$ cat src/rtl/rtbo_pkg.sv
// Package with register map, field layout and carrier types of the tamper/backup/output block
package rtbo_pkg;

   // Register byte offsets
   localparam logic [7:0] OFF_CTRL      = 8'h00;
   localparam logic [7:0] OFF_TAMP      = 8'h04;
   localparam logic [7:0] OFF_STAT      = 8'h08;
   localparam logic [7:0] OFF_BKP_BASE  = 8'h50;
   localparam int unsigned BKP_WORDS    = 20;
   localparam logic [7:0] OFF_BKP_END   = 8'ha0;

   // Control register fields
   localparam int unsigned CTRL_CAL_EN  = 23;
   localparam int unsigned CTRL_ALM_SEL = 21;
   localparam int unsigned CTRL_ALM_INV = 20;
   localparam int unsigned CTRL_CAL_SEL = 19;
   localparam int unsigned CTRL_TS_IRQ  = 15;
   localparam int unsigned CTRL_WUT_IRQ = 14;
   localparam int unsigned CTRL_ALB_IRQ = 13;
   localparam int unsigned CTRL_ALA_IRQ = 12;
   localparam logic [31:0] CTRL_MASK    = 32'h00f8_f000;
   localparam logic [31:0] CTRL_RST     = 32'h0000_0000;

   // Tamper configuration register fields
   localparam int unsigned TAMP_EN      = 0;
   localparam int unsigned TAMP_TRG     = 1;
   localparam int unsigned TAMP_IE      = 2;
   localparam int unsigned TAMP_TS      = 7;
   localparam int unsigned TAMP_FREQ    = 8;
   localparam int unsigned TAMP_FLT     = 11;
   localparam int unsigned TAMP_PRCH    = 13;
   localparam int unsigned TAMP_PUDIS   = 15;
   localparam int unsigned TAMP_OTYPE   = 18;
   localparam logic [31:0] TAMP_MASK    = 32'h0004_ff87;
   localparam logic [31:0] TAMP_RST     = 32'h0000_0000;

   // Status register bits
   localparam int unsigned ST_ALRA      = 0;
   localparam int unsigned ST_ALRB      = 1;
   localparam int unsigned ST_WUT       = 2;
   localparam int unsigned ST_TS        = 3;
   localparam int unsigned ST_TSOV      = 4;
   localparam int unsigned ST_TAMP      = 5;
   localparam int unsigned ST_SHP       = 6;
   localparam int unsigned FLAG_W       = 6;
   localparam logic [FLAG_W-1:0] FLAGS_RST = 6'h00;

   // Counter widths and tap positions
   localparam int unsigned SAMPLE_CNT_W = 15;
   localparam int unsigned MATCH_W      = 4;
   localparam int unsigned APRE_W       = 7;
   localparam int unsigned SPRE_W       = 15;
   localparam int unsigned CAL_APRE_TAP = 5;
   localparam int unsigned CAL_SYNC_TAP = 7;
   localparam int unsigned CAL_GAP_W    = 8;
   localparam logic [CAL_GAP_W-1:0] CAL_GAP_64 = 8'h3f;

   typedef enum logic [1:0] {
      ALM_OFF = 2'b00,
      ALM_A   = 2'b01,
      ALM_B   = 2'b10,
      ALM_WUT = 2'b11
   } rtbo_alm_sel_t;

   typedef struct packed {
      logic       enable;
      logic       trigger;
      logic [1:0] filter;
      logic [2:0] rate;
      logic [1:0] prch;
      logic       pudis;
   } rtbo_tamp_cfg_t;

   typedef struct packed {
      logic tamp;
      logic tsov;
      logic ts;
      logic wut;
      logic alrb;
      logic alra;
   } rtbo_flags_t;

endpackage : rtbo_pkg

$ cat src/rtl/rtbo_tamper_det.sv
// Tamper input detector: edge mode or sampled level mode with filter and precharge
`timescale 1ns/1ns
module rtbo_tamper_det (
   input  wire logic                   clk_sys,
   input  wire logic                   rst,
   input  wire logic                   tamper_pin,
   input  wire rtbo_pkg::rtbo_tamp_cfg_t cfg,
   output logic                        event_o,
   output logic                        pullup_o
);
   localparam int unsigned W = rtbo_pkg::SAMPLE_CNT_W;
   localparam int unsigned M = rtbo_pkg::MATCH_W;

   logic [W-1:0] div_q;
   logic         armed_q;
   logic [M-1:0] match_q;
   logic [M-1:0] match_d;

   // Sample period halves for each step of the rate field
   wire [W-1:0] rate_mask = {W{1'b1}} >> cfg.rate;
   wire [W-1:0] phase     = div_q & rate_mask;
   wire         tick      = (phase == rate_mask);
   wire [W-1:0] left      = rate_mask - phase;
   wire [W-1:0] prch_len  = {{(W-1){1'b0}}, 1'b1} << cfg.prch;
   wire         in_prch   = (left < prch_len);

   wire         edge_mode = (cfg.filter == 2'b00);
   wire         active    = cfg.trigger ? ~tamper_pin : tamper_pin;
   wire         armed     = active & cfg.enable;
   wire [M-1:0] need      = {{(M-1){1'b0}}, 1'b1} << cfg.filter;
   wire         edge_evt  = edge_mode & armed & ~armed_q;
   wire         filt_evt  = ~edge_mode & cfg.enable & tick & active
                            & (match_q == need - {{(M-1){1'b0}}, 1'b1});

   always_comb begin
      match_d = match_q;
      if (!cfg.enable || edge_mode) begin
         match_d = '0;
      end else if (tick) begin
         if (!active) begin
            match_d = '0;
         end else if (match_q != need) begin
            match_d = match_q + {{(M-1){1'b0}}, 1'b1};
         end
      end
   end

   always_ff @(posedge clk_sys or posedge rst) begin
      if (rst) begin
         div_q    <= '0;
         armed_q  <= 1'b0;
         match_q  <= '0;
         event_o  <= 1'b0;
         pullup_o <= 1'b0;
      end else begin
         div_q    <= div_q + {{(W-1){1'b0}}, 1'b1};
         armed_q  <= armed;
         match_q  <= match_d;
         event_o  <= edge_evt | filt_evt;
         pullup_o <= ~edge_mode & cfg.enable & ~cfg.pudis & in_prch;
      end
   end

endmodule : rtbo_tamper_det

$ cat src/rtl/rtbo_top.sv
// Backup words, tamper flags, calibration and alarm output and event routing
`timescale 1ns/1ns
module rtbo_top (
   input  wire logic        clk_sys,
   input  wire logic        rst,
   input  wire logic        wb_cyc_i,
   input  wire logic        wb_stb_i,
   input  wire logic        wb_we_i,
   input  wire logic [7:0]  wb_adr_i,
   input  wire logic [3:0]  wb_sel_i,
   input  wire logic [31:0] wb_dat_i,
   output logic      [31:0] wb_dat_o,
   output logic             wb_ack_o,
   input  wire logic        tamper_pin,
   input  wire logic        alarm_a_evt,
   input  wire logic        alarm_b_evt,
   input  wire logic        wakeup_evt,
   input  wire logic        timestamp_evt,
   input  wire logic        shift_pending_flag,
   input  wire logic        low_speed_source,
   input  wire logic [6:0]  async_prescaler,
   input  wire logic [14:0] sync_prescaler,
   output logic             tamper_pullup_en,
   output logic             timestamp_capture,
   output logic             shared_pin_o,
   output logic             shared_pin_oe_n,
   output logic             shared_pin_af_mode,
   output logic             evt_line17,
   output logic             evt_line21,
   output logic             evt_line22,
   output logic             wake_sleep,
   output logic             wake_deep
);
   localparam int unsigned NB = rtbo_pkg::BKP_WORDS;

   function automatic logic [31:0] merge_bytes(input logic [31:0] old_v,
                                               input logic [31:0] new_v,
                                               input logic [3:0]  sel);
      logic [31:0] res;
      res = old_v;
      for (int b = 0; b < 4; b++) begin
         if (sel[b]) begin
            res[8*b +: 8] = new_v[8*b +: 8];
         end
      end
      return res;
   endfunction : merge_bytes

   logic [31:0]           ctrl_q;
   logic [31:0]           tamp_q;
   rtbo_pkg::rtbo_flags_t flags_q;
   rtbo_pkg::rtbo_flags_t flags_d;
   logic [31:0]           bkp_q [NB];
   logic [6:0]            apre_q;
   logic [14:0]           spre_q;
   logic                  tamp_evt;
   logic                  tamp_pull;

   // Bus request and address decode
   wire       req      = wb_cyc_i & wb_stb_i & ~wb_ack_o;
   wire       wr       = req & wb_we_i;
   wire       aligned  = (wb_adr_i[1:0] == 2'b00);
   wire       hit_ctrl = aligned & (wb_adr_i == rtbo_pkg::OFF_CTRL);
   wire       hit_tamp = aligned & (wb_adr_i == rtbo_pkg::OFF_TAMP);
   wire       hit_stat = aligned & (wb_adr_i == rtbo_pkg::OFF_STAT);
   wire       hit_bkp  = aligned & (wb_adr_i >= rtbo_pkg::OFF_BKP_BASE)
                         & (wb_adr_i < rtbo_pkg::OFF_BKP_END);
   wire [7:0] bkp_off  = wb_adr_i - rtbo_pkg::OFF_BKP_BASE;
   wire [4:0] bkp_idx  = bkp_off[6:2];

   // Control fields
   wire                     cal_out_enable    = ctrl_q[rtbo_pkg::CTRL_CAL_EN];
   wire rtbo_pkg::rtbo_alm_sel_t alarm_out_select =
      rtbo_pkg::rtbo_alm_sel_t'(ctrl_q[rtbo_pkg::CTRL_ALM_SEL +: 2]);
   wire                     alarm_out_polarity = ctrl_q[rtbo_pkg::CTRL_ALM_INV];
   wire                     cal_out_select    = ctrl_q[rtbo_pkg::CTRL_CAL_SEL];
   wire                     timestamp_irq_en  = ctrl_q[rtbo_pkg::CTRL_TS_IRQ];
   wire                     wakeup_irq_enable = ctrl_q[rtbo_pkg::CTRL_WUT_IRQ];
   wire                     alarm_b_irq_en    = ctrl_q[rtbo_pkg::CTRL_ALB_IRQ];
   wire                     alarm_a_irq_en    = ctrl_q[rtbo_pkg::CTRL_ALA_IRQ];
   wire                     tamper_irq_enable = tamp_q[rtbo_pkg::TAMP_IE];
   wire                     stamp_on_tamper   = tamp_q[rtbo_pkg::TAMP_TS];
   wire                     alarm_out_od      = tamp_q[rtbo_pkg::TAMP_OTYPE];

   rtbo_pkg::rtbo_tamp_cfg_t tcfg;
   assign tcfg.enable  = tamp_q[rtbo_pkg::TAMP_EN];
   assign tcfg.trigger = tamp_q[rtbo_pkg::TAMP_TRG];
   assign tcfg.filter  = tamp_q[rtbo_pkg::TAMP_FLT +: 2];
   assign tcfg.rate    = tamp_q[rtbo_pkg::TAMP_FREQ +: 3];
   assign tcfg.prch    = tamp_q[rtbo_pkg::TAMP_PRCH +: 2];
   assign tcfg.pudis   = tamp_q[rtbo_pkg::TAMP_PUDIS];

   rtbo_tamper_det u_det (
      .clk_sys    (clk_sys),
      .rst        (rst),
      .tamper_pin (tamper_pin),
      .cfg        (tcfg),
      .event_o    (tamp_evt),
      .pullup_o   (tamp_pull)
   );
   assign tamper_pullup_en = tamp_pull;

   // Timestamp trigger: external event or tamper when stamping is on
   wire ts_trig = timestamp_evt | (tamp_evt & stamp_on_tamper);
   wire ts_set  = ts_trig & ~flags_q.ts;
   wire ov_set  = ts_trig & flags_q.ts;

   // Status clear: write zero to a bit in byte lane 0
   wire [5:0] clr = (wr & hit_stat & wb_sel_i[0]) ? ~wb_dat_i[5:0] : 6'h00;

   // Set wins over clear on every flag but ts, where a trigger on an already set flag only sets tsov
   always_comb begin
      flags_d.alra = alarm_a_evt | (flags_q.alra & ~clr[rtbo_pkg::ST_ALRA]);
      flags_d.alrb = alarm_b_evt | (flags_q.alrb & ~clr[rtbo_pkg::ST_ALRB]);
      flags_d.wut  = wakeup_evt | (flags_q.wut & ~clr[rtbo_pkg::ST_WUT]);
      flags_d.ts   = ts_set | (flags_q.ts & ~clr[rtbo_pkg::ST_TS]);
      flags_d.tsov = ov_set | (flags_q.tsov & ~clr[rtbo_pkg::ST_TSOV]);
      flags_d.tamp = tamp_evt | (flags_q.tamp & ~clr[rtbo_pkg::ST_TAMP]);
   end

   // Read data selection
   logic [31:0] rd_data;
   logic [31:0] stat_rd;
   assign stat_rd = {25'h0, shift_pending_flag, flags_q};
   always_comb begin
      rd_data = 32'h0;
      if (hit_ctrl) begin
         rd_data = ctrl_q;
      end else if (hit_tamp) begin
         rd_data = tamp_q;
      end else if (hit_stat) begin
         rd_data = stat_rd;
      end else if (hit_bkp) begin
         rd_data = bkp_q[bkp_idx];
      end
   end

   always_ff @(posedge clk_sys or posedge rst) begin
      if (rst) begin
         wb_ack_o <= 1'b0;
         wb_dat_o <= 32'h0;
         ctrl_q   <= rtbo_pkg::CTRL_RST;
         tamp_q   <= rtbo_pkg::TAMP_RST;
         flags_q  <= rtbo_pkg::FLAGS_RST;
      end else begin
         wb_ack_o <= req;
         wb_dat_o <= (req & ~wb_we_i) ? rd_data : 32'h0;
         flags_q  <= flags_d;
         if (wr & hit_ctrl) begin
            ctrl_q <= merge_bytes(ctrl_q, wb_dat_i, wb_sel_i) & rtbo_pkg::CTRL_MASK;
         end
         if (wr & hit_tamp) begin
            tamp_q <= merge_bytes(tamp_q, wb_dat_i, wb_sel_i) & rtbo_pkg::TAMP_MASK;
         end
      end
   end

   // Backup words: only backup reset or tamper clears them
   for (genvar i = 0; i < NB; i++) begin : g_bkp
      always_ff @(posedge clk_sys or posedge rst) begin
         if (rst) begin
            bkp_q[i] <= 32'h0;
         end else if (tamp_evt) begin
            bkp_q[i] <= 32'h0;
         end else if (wr & hit_bkp & (bkp_idx == 5'(i))) begin
            bkp_q[i] <= merge_bytes(bkp_q[i], wb_dat_i, wb_sel_i);
         end
      end
   end

   // Prescaler chain feeding the calibration clock; no smooth correction here
   wire apre_wrap = (apre_q >= async_prescaler);
   wire spre_wrap = (spre_q >= sync_prescaler);
   always_ff @(posedge clk_sys or posedge rst) begin
      if (rst) begin
         apre_q <= 7'h00;
         spre_q <= 15'h0000;
      end else begin
         apre_q <= apre_wrap ? 7'h00 : apre_q + 7'h01;
         if (apre_wrap) begin
            spre_q <= spre_wrap ? 15'h0000 : spre_q + 15'h0001;
         end
      end
   end
   wire cal_src = cal_out_select ? spre_q[rtbo_pkg::CAL_SYNC_TAP]
                                 : apre_q[rtbo_pkg::CAL_APRE_TAP];

   // Alarm source and shared pin drive
   logic alarm_flag;
   always_comb begin
      case (alarm_out_select)
         rtbo_pkg::ALM_A:     alarm_flag = flags_q.alra;
         rtbo_pkg::ALM_B:     alarm_flag = flags_q.alrb;
         rtbo_pkg::ALM_WUT:   alarm_flag = flags_q.wut;
         default:             alarm_flag = 1'b0;
      endcase
   end
   wire alarm_on  = (alarm_out_select != rtbo_pkg::ALM_OFF);
   wire alarm_val = alarm_flag ^ alarm_out_polarity;
   wire pin_o_d   = alarm_on ? (alarm_val & ~alarm_out_od)
                             : (cal_out_enable & cal_src);
   wire pin_oe_d  = alarm_on ? ~(alarm_out_od & alarm_val)
                             : cal_out_enable;

   // Event lines and wake requests
   wire line17_d = (flags_q.alra & alarm_a_irq_en) | (flags_q.alrb & alarm_b_irq_en);
   wire line22_d = flags_q.wut & wakeup_irq_enable;
   wire line21_d = (flags_q.tamp & tamper_irq_enable)
                   | (flags_q.ts & timestamp_irq_en);
   wire wake_any = line17_d | line21_d | line22_d;

   always_ff @(posedge clk_sys or posedge rst) begin
      if (rst) begin
         shared_pin_o       <= 1'b0;
         shared_pin_oe_n    <= 1'b1;
         shared_pin_af_mode <= 1'b0;
         evt_line17         <= 1'b0;
         evt_line21         <= 1'b0;
         evt_line22         <= 1'b0;
         wake_sleep         <= 1'b0;
         wake_deep          <= 1'b0;
         timestamp_capture  <= 1'b0;
      end else begin
         shared_pin_o       <= pin_o_d;
         shared_pin_oe_n    <= ~pin_oe_d;
         shared_pin_af_mode <= alarm_on | cal_out_enable;
         evt_line17         <= line17_d;
         evt_line21         <= line21_d;
         evt_line22         <= line22_d;
         wake_sleep         <= wake_any;
         wake_deep          <= wake_any & low_speed_source;
         timestamp_capture  <= ts_set;
      end
   end

   // Helper logic for the checks below
   logic                              cal_seen_q;
   logic [rtbo_pkg::CAL_GAP_W-1:0]    cal_gap_q;
   logic                              cal_src_q;
   wire  cal_rise = cal_src & ~cal_src_q;
   logic any_bkp_nz;
   always_comb begin
      any_bkp_nz = 1'b0;
      for (int k = 0; k < NB; k++) begin
         any_bkp_nz = any_bkp_nz | (bkp_q[k] != 32'h0);
      end
   end
   always_ff @(posedge clk_sys or posedge rst) begin
      if (rst) begin
         cal_seen_q <= 1'b0;
         cal_gap_q  <= '0;
         cal_src_q  <= 1'b0;
      end else begin
         cal_src_q  <= cal_src;
         cal_seen_q <= cal_seen_q | cal_rise;
         cal_gap_q  <= cal_rise ? '0 : cal_gap_q + 8'h01;
      end
   end
   wire cal_div64_mode = ~cal_out_select & (async_prescaler == 7'h7f);

   chk_bkp_clear: assert property (@(posedge clk_sys) disable iff (rst)
      tamp_evt |=> !any_bkp_nz)
      else $error("backup words not cleared after tamper");

   chk_tamp_disabled: assert property (@(posedge clk_sys) disable iff (rst)
      (!tcfg.enable ##1 !tcfg.enable) |-> !tamp_evt)
      else $error("tamper event while detection disabled");

   chk_tamp_flag_set: assert property (@(posedge clk_sys) disable iff (rst)
      (flags_q.tamp && !clr[rtbo_pkg::ST_TAMP]) |=> flags_q.tamp)
      else $error("tamper flag dropped without a clear");

   chk_stamp_same: assert property (@(posedge clk_sys) disable iff (rst)
      (tamp_evt && stamp_on_tamper && !flags_q.ts) |=> (flags_q.ts && flags_q.tamp))
      else $error("timestamp and tamper flags not set together");

   chk_stamp_overflow: assert property (@(posedge clk_sys) disable iff (rst)
      (tamp_evt && stamp_on_tamper && flags_q.ts) |=> (flags_q.tsov && !timestamp_capture))
      else $error("tamper stamp on set flag did not overflow");

   chk_edge_pullup: assert property (@(posedge clk_sys) disable iff (rst)
      (tcfg.filter == 2'b00) |=> !tamper_pullup_en)
      else $error("pull-up active in edge mode");

   chk_cal_div64: assert property (@(posedge clk_sys) disable iff (rst)
      (cal_rise && cal_seen_q && $stable(cal_div64_mode) && cal_div64_mode
       && $past(cal_div64_mode, 63)) |-> (cal_gap_q == rtbo_pkg::CAL_GAP_64))
      else $error("calibration clock not divided by 64");

   chk_alarm_prio: assert property (@(posedge clk_sys) disable iff (rst)
      (alarm_on && !alarm_out_od) |=> (shared_pin_af_mode && !shared_pin_oe_n
                                       && shared_pin_o == $past(alarm_val)))
      else $error("alarm output lost the shared pin");

   chk_open_drain: assert property (@(posedge clk_sys) disable iff (rst)
      (alarm_on && alarm_out_od) |=> (shared_pin_o == 1'b0
                                      && shared_pin_oe_n == $past(alarm_val)))
      else $error("open-drain alarm drive wrong");

   chk_line21_hold: assert property (@(posedge clk_sys) disable iff (rst)
      (flags_q.tamp && tamper_irq_enable) |=> evt_line21)
      else $error("tamper request not raised on line 21");

   chk_wake_deep: assert property (@(posedge clk_sys) disable iff (rst)
      wake_deep |-> ($past(low_speed_source) && wake_sleep))
      else $error("deep wake without low-speed source");

   chk_bus_ack: assert property (@(posedge clk_sys) disable iff (rst)
      req |=> (wb_ack_o ##1 !wb_ack_o))
      else $error("bus acknowledge not a single cycle");

   chk_alarm_off: assert property (@(posedge clk_sys) disable iff (rst)
      (!alarm_on && !cal_out_enable) |=> (shared_pin_oe_n && !shared_pin_af_mode))
      else $error("shared pin driven with both outputs off");

   chk_stamp_capture: assert property (@(posedge clk_sys) disable iff (rst)
      (ts_trig && !flags_q.ts) |=> timestamp_capture)
      else $error("timestamp capture missing");

endmodule : rtbo_top

$ cat config.mk
export PLATFORM = sky130hd
export DESIGN_NAME = rtbo_top
export DESIGN_NICKNAME = d
export VERILOG_FILES = /design/src/rtl/rtbo_pkg.sv /design/src/rtl/rtbo_tamper_det.sv /design/src/rtl/rtbo_top.sv
export SDC_FILE = /design/constraint.sdc
export NUM_CORES = 2
export LEC_CHECK = 0
export ABC_AREA = 1
export BUFFER_PORTS_ARGS = -buffer_cell sky130_fd_sc_hd__buf_2
export CAP_MARGIN = 20
export CORE_ASPECT_RATIO = 0.5
export CORE_UTILIZATION = 45
export DETAILED_ROUTE_END_ITERATION = 7
export HOLD_SLACK_MARGIN = 0.12
export PLACE_DENSITY = 0.59
export SYNTH_ARGS = -nofsm -noshare
export SYNTH_HDL_FRONTEND = slang
export SYNTH_HIERARCHICAL = 1
export SYNTH_SLANG_ARGS = --single-unit
$ cat constraint.sdc
create_clock -name clk_sys -period 33.2 [get_ports clk_sys]
set_input_delay 4.98 -clock clk_sys [delete_from_list [all_inputs] [get_ports clk_sys]]
set_output_delay 4.98 -clock clk_sys [all_outputs]
set_load 0.02 [all_outputs]
Yosys cells after proc, flatten, opt, wreduce, memory -nomap -nowiden. Cells that the tools add are included.

Flip-flop bits (word level): 754. Bits of input ports: 78. Output and inout bits: 43. Word-level logic and storage cells: 429.

Add/subtract/negate cells: 7. Order comparisons: 6. Eq/ne operators: 28. Shift-type cells: 3. Mux-type cells: 64. Bitwise gates (word level): 94. Reductions and logical operators: 118.

Operators with widths (number): 32-bit 2-to-1 mux (47); 2-bit AND reduction (86); 32-bit binary-select mux with 5-bit select (1); 1-bit bitwise AND (61); 2-bit nonzero test (26); 5-bit by 4-bit == test with 1-bit output, second input constant (8); 8-bit 2-to-1 mux (4); 15-bit by 1-bit adder with 15-bit output, second input constant (2); 5-bit by 3-bit == test with 1-bit output, second input constant (4); 5-bit == test, second input constant (4); 4-bit 2-to-1 mux (4); 1-bit NOT (16); 15-bit bitwise AND (1); 15-bit == test (1); 15-bit >= comparator (1); 15-bit < comparator (1); 15-bit 2-to-1 mux (1); 1-bit by 2-bit left shift with 15-bit output, first input constant (1); 15-bit by 3-bit right shift with 15-bit output, first input constant (1); 15-bit subtractor (1); 1-bit bitwise OR (13); 5-bit by 2-bit == test with 1-bit output, second input constant (2); 8-bit by 3-bit == test with 1-bit output, second input constant (1); 8-bit by 4-bit == test with 1-bit output, second input constant (1); 27 further kinds (32).

Logic depth before layout (Yosys ltp).
Word-level depth: 10. Depth in mapped cells: 17. Depth with buffers taken out: 12.

Cells and area by module. Netlist, hierarchy kept.

By module, submodules not included: rtbo_top (instances 1, cells each 4947, area an instance 36344.9 um2, sequential area each 18318.8 um2); rtbo_tamper_det (instances 1, cells each 169, area an instance 1342.5 um2, sequential area each 550.5 um2).

Worst setup path before layout. No wires, ideal clock.

Path kind: input -> register. Start: input wb_adr_i[4]. End: register wb_dat_o[20]. Setup time: 0.128 ns. Arrival time: 7.257 ns. Data required time: 33.072 ns. Slack: 25.815 ns. Stages on the path: 15. Buffers on the path: 6. Cells stage by stage: clkbuf_1 > inv_1 > clkbuf_1 > clkbuf_1 > ha_1 > nand2_1 > inv_1 > nor2_2 > inv_2 > buf_2 > buf_1 > clkbuf_1 > nand2_1 > nand2_1 > a21oi_1.

Word-level cells in the longest chain between the ends: 10. Elaborated cells on any way between the ends: 20. Classes of those cells: add/sub: 1; order compare: 2; eq/ne: 2; mux: 8; bitwise: 6; reduce/logical: 1.

RTL lines: start: declaration (RTL line rtbo_top.sv:9) `input wire logic [7:0] wb_adr_i,`; 7-bit subtractor (RTL line rtbo_top.sv:68) `wire [7:0] bkp_off = wb_adr_i - rtbo_pkg::OFF_BKP_BASE;`; 5-bit NOT with 6-bit output (implied by the code) (RTL line rtbo_top.sv:134) `rd_data = bkp_q[bkp_idx];`; 32-bit binary-select mux with 5-bit select (RTL line rtbo_top.sv:134); 32-bit 2-to-1 mux (implied by the code) (2 in a row) (RTL line rtbo_top.sv:134); 32-bit 2-to-1 mux (RTL line rtbo_top.sv:133) `end else if (hit_bkp) begin`; 32-bit 2-to-1 mux (RTL line rtbo_top.sv:131) `end else if (hit_stat) begin`; 32-bit 2-to-1 mux (RTL line rtbo_top.sv:129) `end else if (hit_tamp) begin`; 32-bit 2-to-1 mux (*) (RTL line rtbo_top.sv:127) `if (hit_ctrl) begin`; 32-bit 2-to-1 mux (*) (RTL line rtbo_top.sv:147) `wb_dat_o <= (req & ~wb_we_i) ? rd_data : 32'h0;`; end signal: assignment (RTL line rtbo_top.sv:147); end: declaration (RTL line rtbo_top.sv:12) `output logic [31:0] wb_dat_o,`.

Every way passes the cells marked *; elsewhere a longest branch is shown, timed or not. The select of a mux whose other input is x is not followed. A chain may end at the register's enable or synchronous reset.

Final worst setup path.
Start: input wb_adr_i[4]. End: register bkp_q[308] in the netlist's numbering.

Word-level cells in the longest chain between the ends: 7. Elaborated cells on any way between the ends: 10. Classes of those cells: add/sub: 1; order compare: 2; eq/ne: 1; bitwise: 4; reduce/logical: 2.

RTL lines: 8-bit by 7-bit >= comparator with 1-bit output (RTL line rtbo_top.sv:66) `wire hit_bkp = aligned & (wb_adr_i >= rtbo_pkg::OFF_BKP_BASE)`; 1-bit bitwise AND (RTL line rtbo_top.sv:66); 1-bit bitwise AND (RTL line rtbo_top.sv:67) `& (wb_adr_i < rtbo_pkg::OFF_BKP_END);`; 1-bit bitwise AND (RTL line rtbo_top.sv:165) `end else if (wr & hit_bkp & (bkp_idx == 5'(i))) begin`; 1-bit bitwise AND (*) (RTL line rtbo_top.sv:165); 2-bit nonzero test (no line) (*); 2-bit AND reduction (no line) (*); end signal: indexed assignment (RTL line rtbo_top.sv:166) `bkp_q[i] <= merge_bytes(bkp_q[i], wb_dat_i, wb_sel_i);`; end: declaration (RTL line rtbo_top.sv:53) `logic [31:0] bkp_q [NB];`.

Every way passes the cells marked *; elsewhere a longest branch is shown, timed or not.

==> results.py <==
metrics = {
    "cts": {
        "hold_buffers": 0,
        "clk_pin_slew_ns": 0.07,
        "cts_buffers": 73,
        "clk_latency_ns": 0.66,
        "cts_tree": "yes",
        "clock_sinks": 754,
        "cts_setup_buffers": 0,
        "cts-resized-gates": 0,
        "clock-root-buffer": "clkbuf_16",
        "clockBufferDepth": 3,
        "ctsHtreeMaxLevel": 3,
    },
    "setup_path": {
        "critPathBufInv": 6,
        "rrSetupSlack_ns": 29.52,
        "worst-path-stages": 14,
        "max_stage_delay_ns": 0.75,
        "crit_arrival_ns": 8.97,
        "crit_path_end": "bkp_q[308]",
        "worstSetupEndpointType": "flip-flop",
        "crit_start": "wb_adr_i[4]",
        "worst_r2r_endpoint": "bkp_q[245]",
        "slowest_stage": "inv_2",
        "crit_required_ns": 33.76,
        "crit_chain": "buf_2 -> buf_4 -> inv_1 -> ha_1 -> nor2_1 -> nor2_2 -> buf_4 -> inv_2 -> nand3_1 -> o21ai_4 -> buf_4 -> nand2_1 -> nand2_1 -> nand2_1",
        "reg2reg_from": "u_det/event_o",
        "crit_family": "buffers and inverters",
        "worst_setup_path_start_kind": "input pin",
        "rr_worst_depth": 6,
        "critPathMaxFanout": 41,
        "crit_type": "input pin to flip-flop",
    },
    "power_and_ir_drop": {
        "irDropWorstVdd_mv": 0.0289,
        "total_power_mw": 2.18,
        "p_leak_nw": 22.3,
        "powerDensity_nw_per_um2": 52.3,
    },
    "floorplanning": {
        "rows": 74,
        "die-area_um2": 85000,
        "die_y_um": 207,
        "coreArea_um2": 82200,
        "io_pins": 121,
        "start_util_pct": 45.8,
        "die-width_um": 411,
    },
    "route": {
        "routed_wl_um": 127000,
        "vias_per_cell": 5.52,
        "num_vias": 34500,
        "drc": 0,
        "drt-initial-drc-count": 4342,
        "antenna_left": 0,
        "firstDrtPassIters": 7,
        "wl_per_cell_um": 20.4,
    },
    "timing": {
        "fin_crit_ns": 8.41,
        "clock.fmax_mhz": 119,
        "slew_headroom_pct": 30.2,
        "whs_ns": 0.466,
        "setup_viol": 0,
        "worst_pin_slew_ns": 1.04,
        "slew_violations": 0,
        "rsz0062_at_grt": "false",
        "finalSetupTns_ns": 0,
        "fin_crit_sh_pct": 25.3,
        "setup_slack_ns": 24.79,
        "hold_viol_final": 0,
        "worst_clock_skew_ns": 0.0155,
    },
    "grt": {
        "grt_use_total_pct": 30.0,
        "grt_pass1_vias": 32200,
        "grt_antenna_before_repair": 2,
        "overflow": 0,
        "grt_max_degree": 164,
        "grt_pass1_wl_um": 196000,
    },
    "synth": {
        "synth_edf_count": 0,
        "ys.flop_type": "dfrtp_1",
        "synthCells": 5116,
        "yosysTopAreaCellShare_pct": 50.0,
        "yosys.area.top_type": "dfrtp_1",
        "synth-seq-cells": 754,
        "yosysWarnings": 6,
        "syn_area_um2": 37700,
        "syn_area_per_cell_um2": 7.37,
        "synth_cell_types": 43,
        "synth_nets": 5227,
        "yosysSeqAreaShare_pct": 50.1,
        "synthArstFlopShare_pct": 100,
        "yosys-top-cells-area": "dfrtp_1 (50%), nand2_1 (20%), nand3_1 (10%), nor2_1 (5.9%), inv_1 (2.3%)",
    },
    "cells_and_area": {
        "final_nets": 5193,
        "syn_to_final_growth_pct": 10.8,
        "drive_gt1_share_pct": 8.21,
        "ff_latch_area_um2": 18900,
        "instances_no_fill": 6240,
        "fillers": 8025,
        "multiInputGateArea_um2": 16600,
        "antennaDiodeCount": 0,
    },
    "place": {
        "place.port_buffers": 120,
        "gp_congestion": 0.900,
        "pre_cts_ws_ns": 24.30,
        "hpwl_um": 79500,
        "dp.cells": 6103,
    },
    "hold_path": {
        "min_path_type": "flip-flop to flip-flop",
        "hold_depth": 2,
    },
    "run": {
        "drv_cap": 0,
    },
    "status": {
        "status": "finished clean",
    },
}
[area by class of cell]
cell class,instances,share of cell area [%]
flip-flops and latches,754,45.2
multi-input cells,3802,39.9
clock buffers,106,5.11
repair buffers,208,3.37
well taps,1102,3.30
inverters,243,2.20
clock inverters,25,0.944
[stage by stage]
stage	cell area (um^2)	util, %
2_1_floorplan	37700	-
6_report	41700	50.8
5_1_grt	41700	50.8
4_1_cts	41600	50.6
3_5_place_dp	39100	47.6
3_3_place_gp	39000	47.4
[kinds of logic after synthesis]
family          Yosys count  share of synthesized area [%]
simple gates           3497                           38.3
fa+ha+maj                33                           1.10
flops                   754                           50.1
buf+inv                 560                           6.05
xor+xnor                 25                          0.581
compound gates          247                           3.87
[cells in the final DEF (no fill, tap or decap), types with 33 or more instances in the layout]
| cell type | Yosys | final |
|---|---|---|
| nor2_1 | 588 | 568 |
| dfrtp_1 | 753 | 752 |
| buf_2 | 66 | 120 |
| clkbuf_16 | 0 | 74 |
| nand2_1 | 2008 | 2004 |
| ha_1 | 33 | 33 |
| o21ai_0 | 88 | 88 |
| nand3_1 | 772 | 772 |
| buf_4 | 13 | 74 |
| a21oi_1 | 75 | 75 |
| inv_1 | 233 | 231 |
| nand4_1 | 45 | 45 |
[cell usage after synthesis (27+ instances only)]
cell,instances
nor2_1,588
nand2_1,2008
nand2_2,27
inv_1,233
o22ai_1,32
ha_1,33
dfrtp_1,753
clkbuf_1,198
a21oi_1,75
o21ai_0,88
nand4_1,45
buf_2,66
nand3_1,772
buf_1,34
[how the worst min path moves through the flow]
stage                from         end
2_1_floorplan  bkp_q[437]  bkp_q[437]
3_3_place_gp   bkp_q[529]  bkp_q[529]
3_5_place_dp   bkp_q[280]  bkp_q[280]
4_1_cts        bkp_q[168]  bkp_q[168]
5_1_grt        bkp_q[438]  bkp_q[438]
6_report       bkp_q[216]  bkp_q[216]
[sequential cells by signal (all words and copies together) (netlist names), 4 cells and up]
register and count:
u_det/match_q 4, tamp_q 13, ctrl_q 9, u_det/div_q 15, bkp_q 640, spre_q 15
apre_q 7, wb_dat_o 32, flags_q 6
[per-layer routing]
layer	vias up	GRT usage [%]	wire length, um
met5	-	0	0
met4	0	7.28	2760
met3	199	6.74	11900
met2	1447	44.3	53800
met1	16700	44.5	58800
li1	16100	-	-
[tightest hold or removal path, cell delays in order (launching register included)]
cell and delay (ns):
dfrtp_1 0.34, nand2_1 0.05, nand2_1 0.05
[power by group]
part	internal, mW	total [mW]	leakage [nW]	switching, mW
clock network	0.519	0.905	1.24	0.385
registers	0.970	1.01	9.76	0.0359
logic	0.0769	0.272	11.2	0.195
total	1.57	2.18	22.3	0.616
Power figures use the tool's default switching activity.
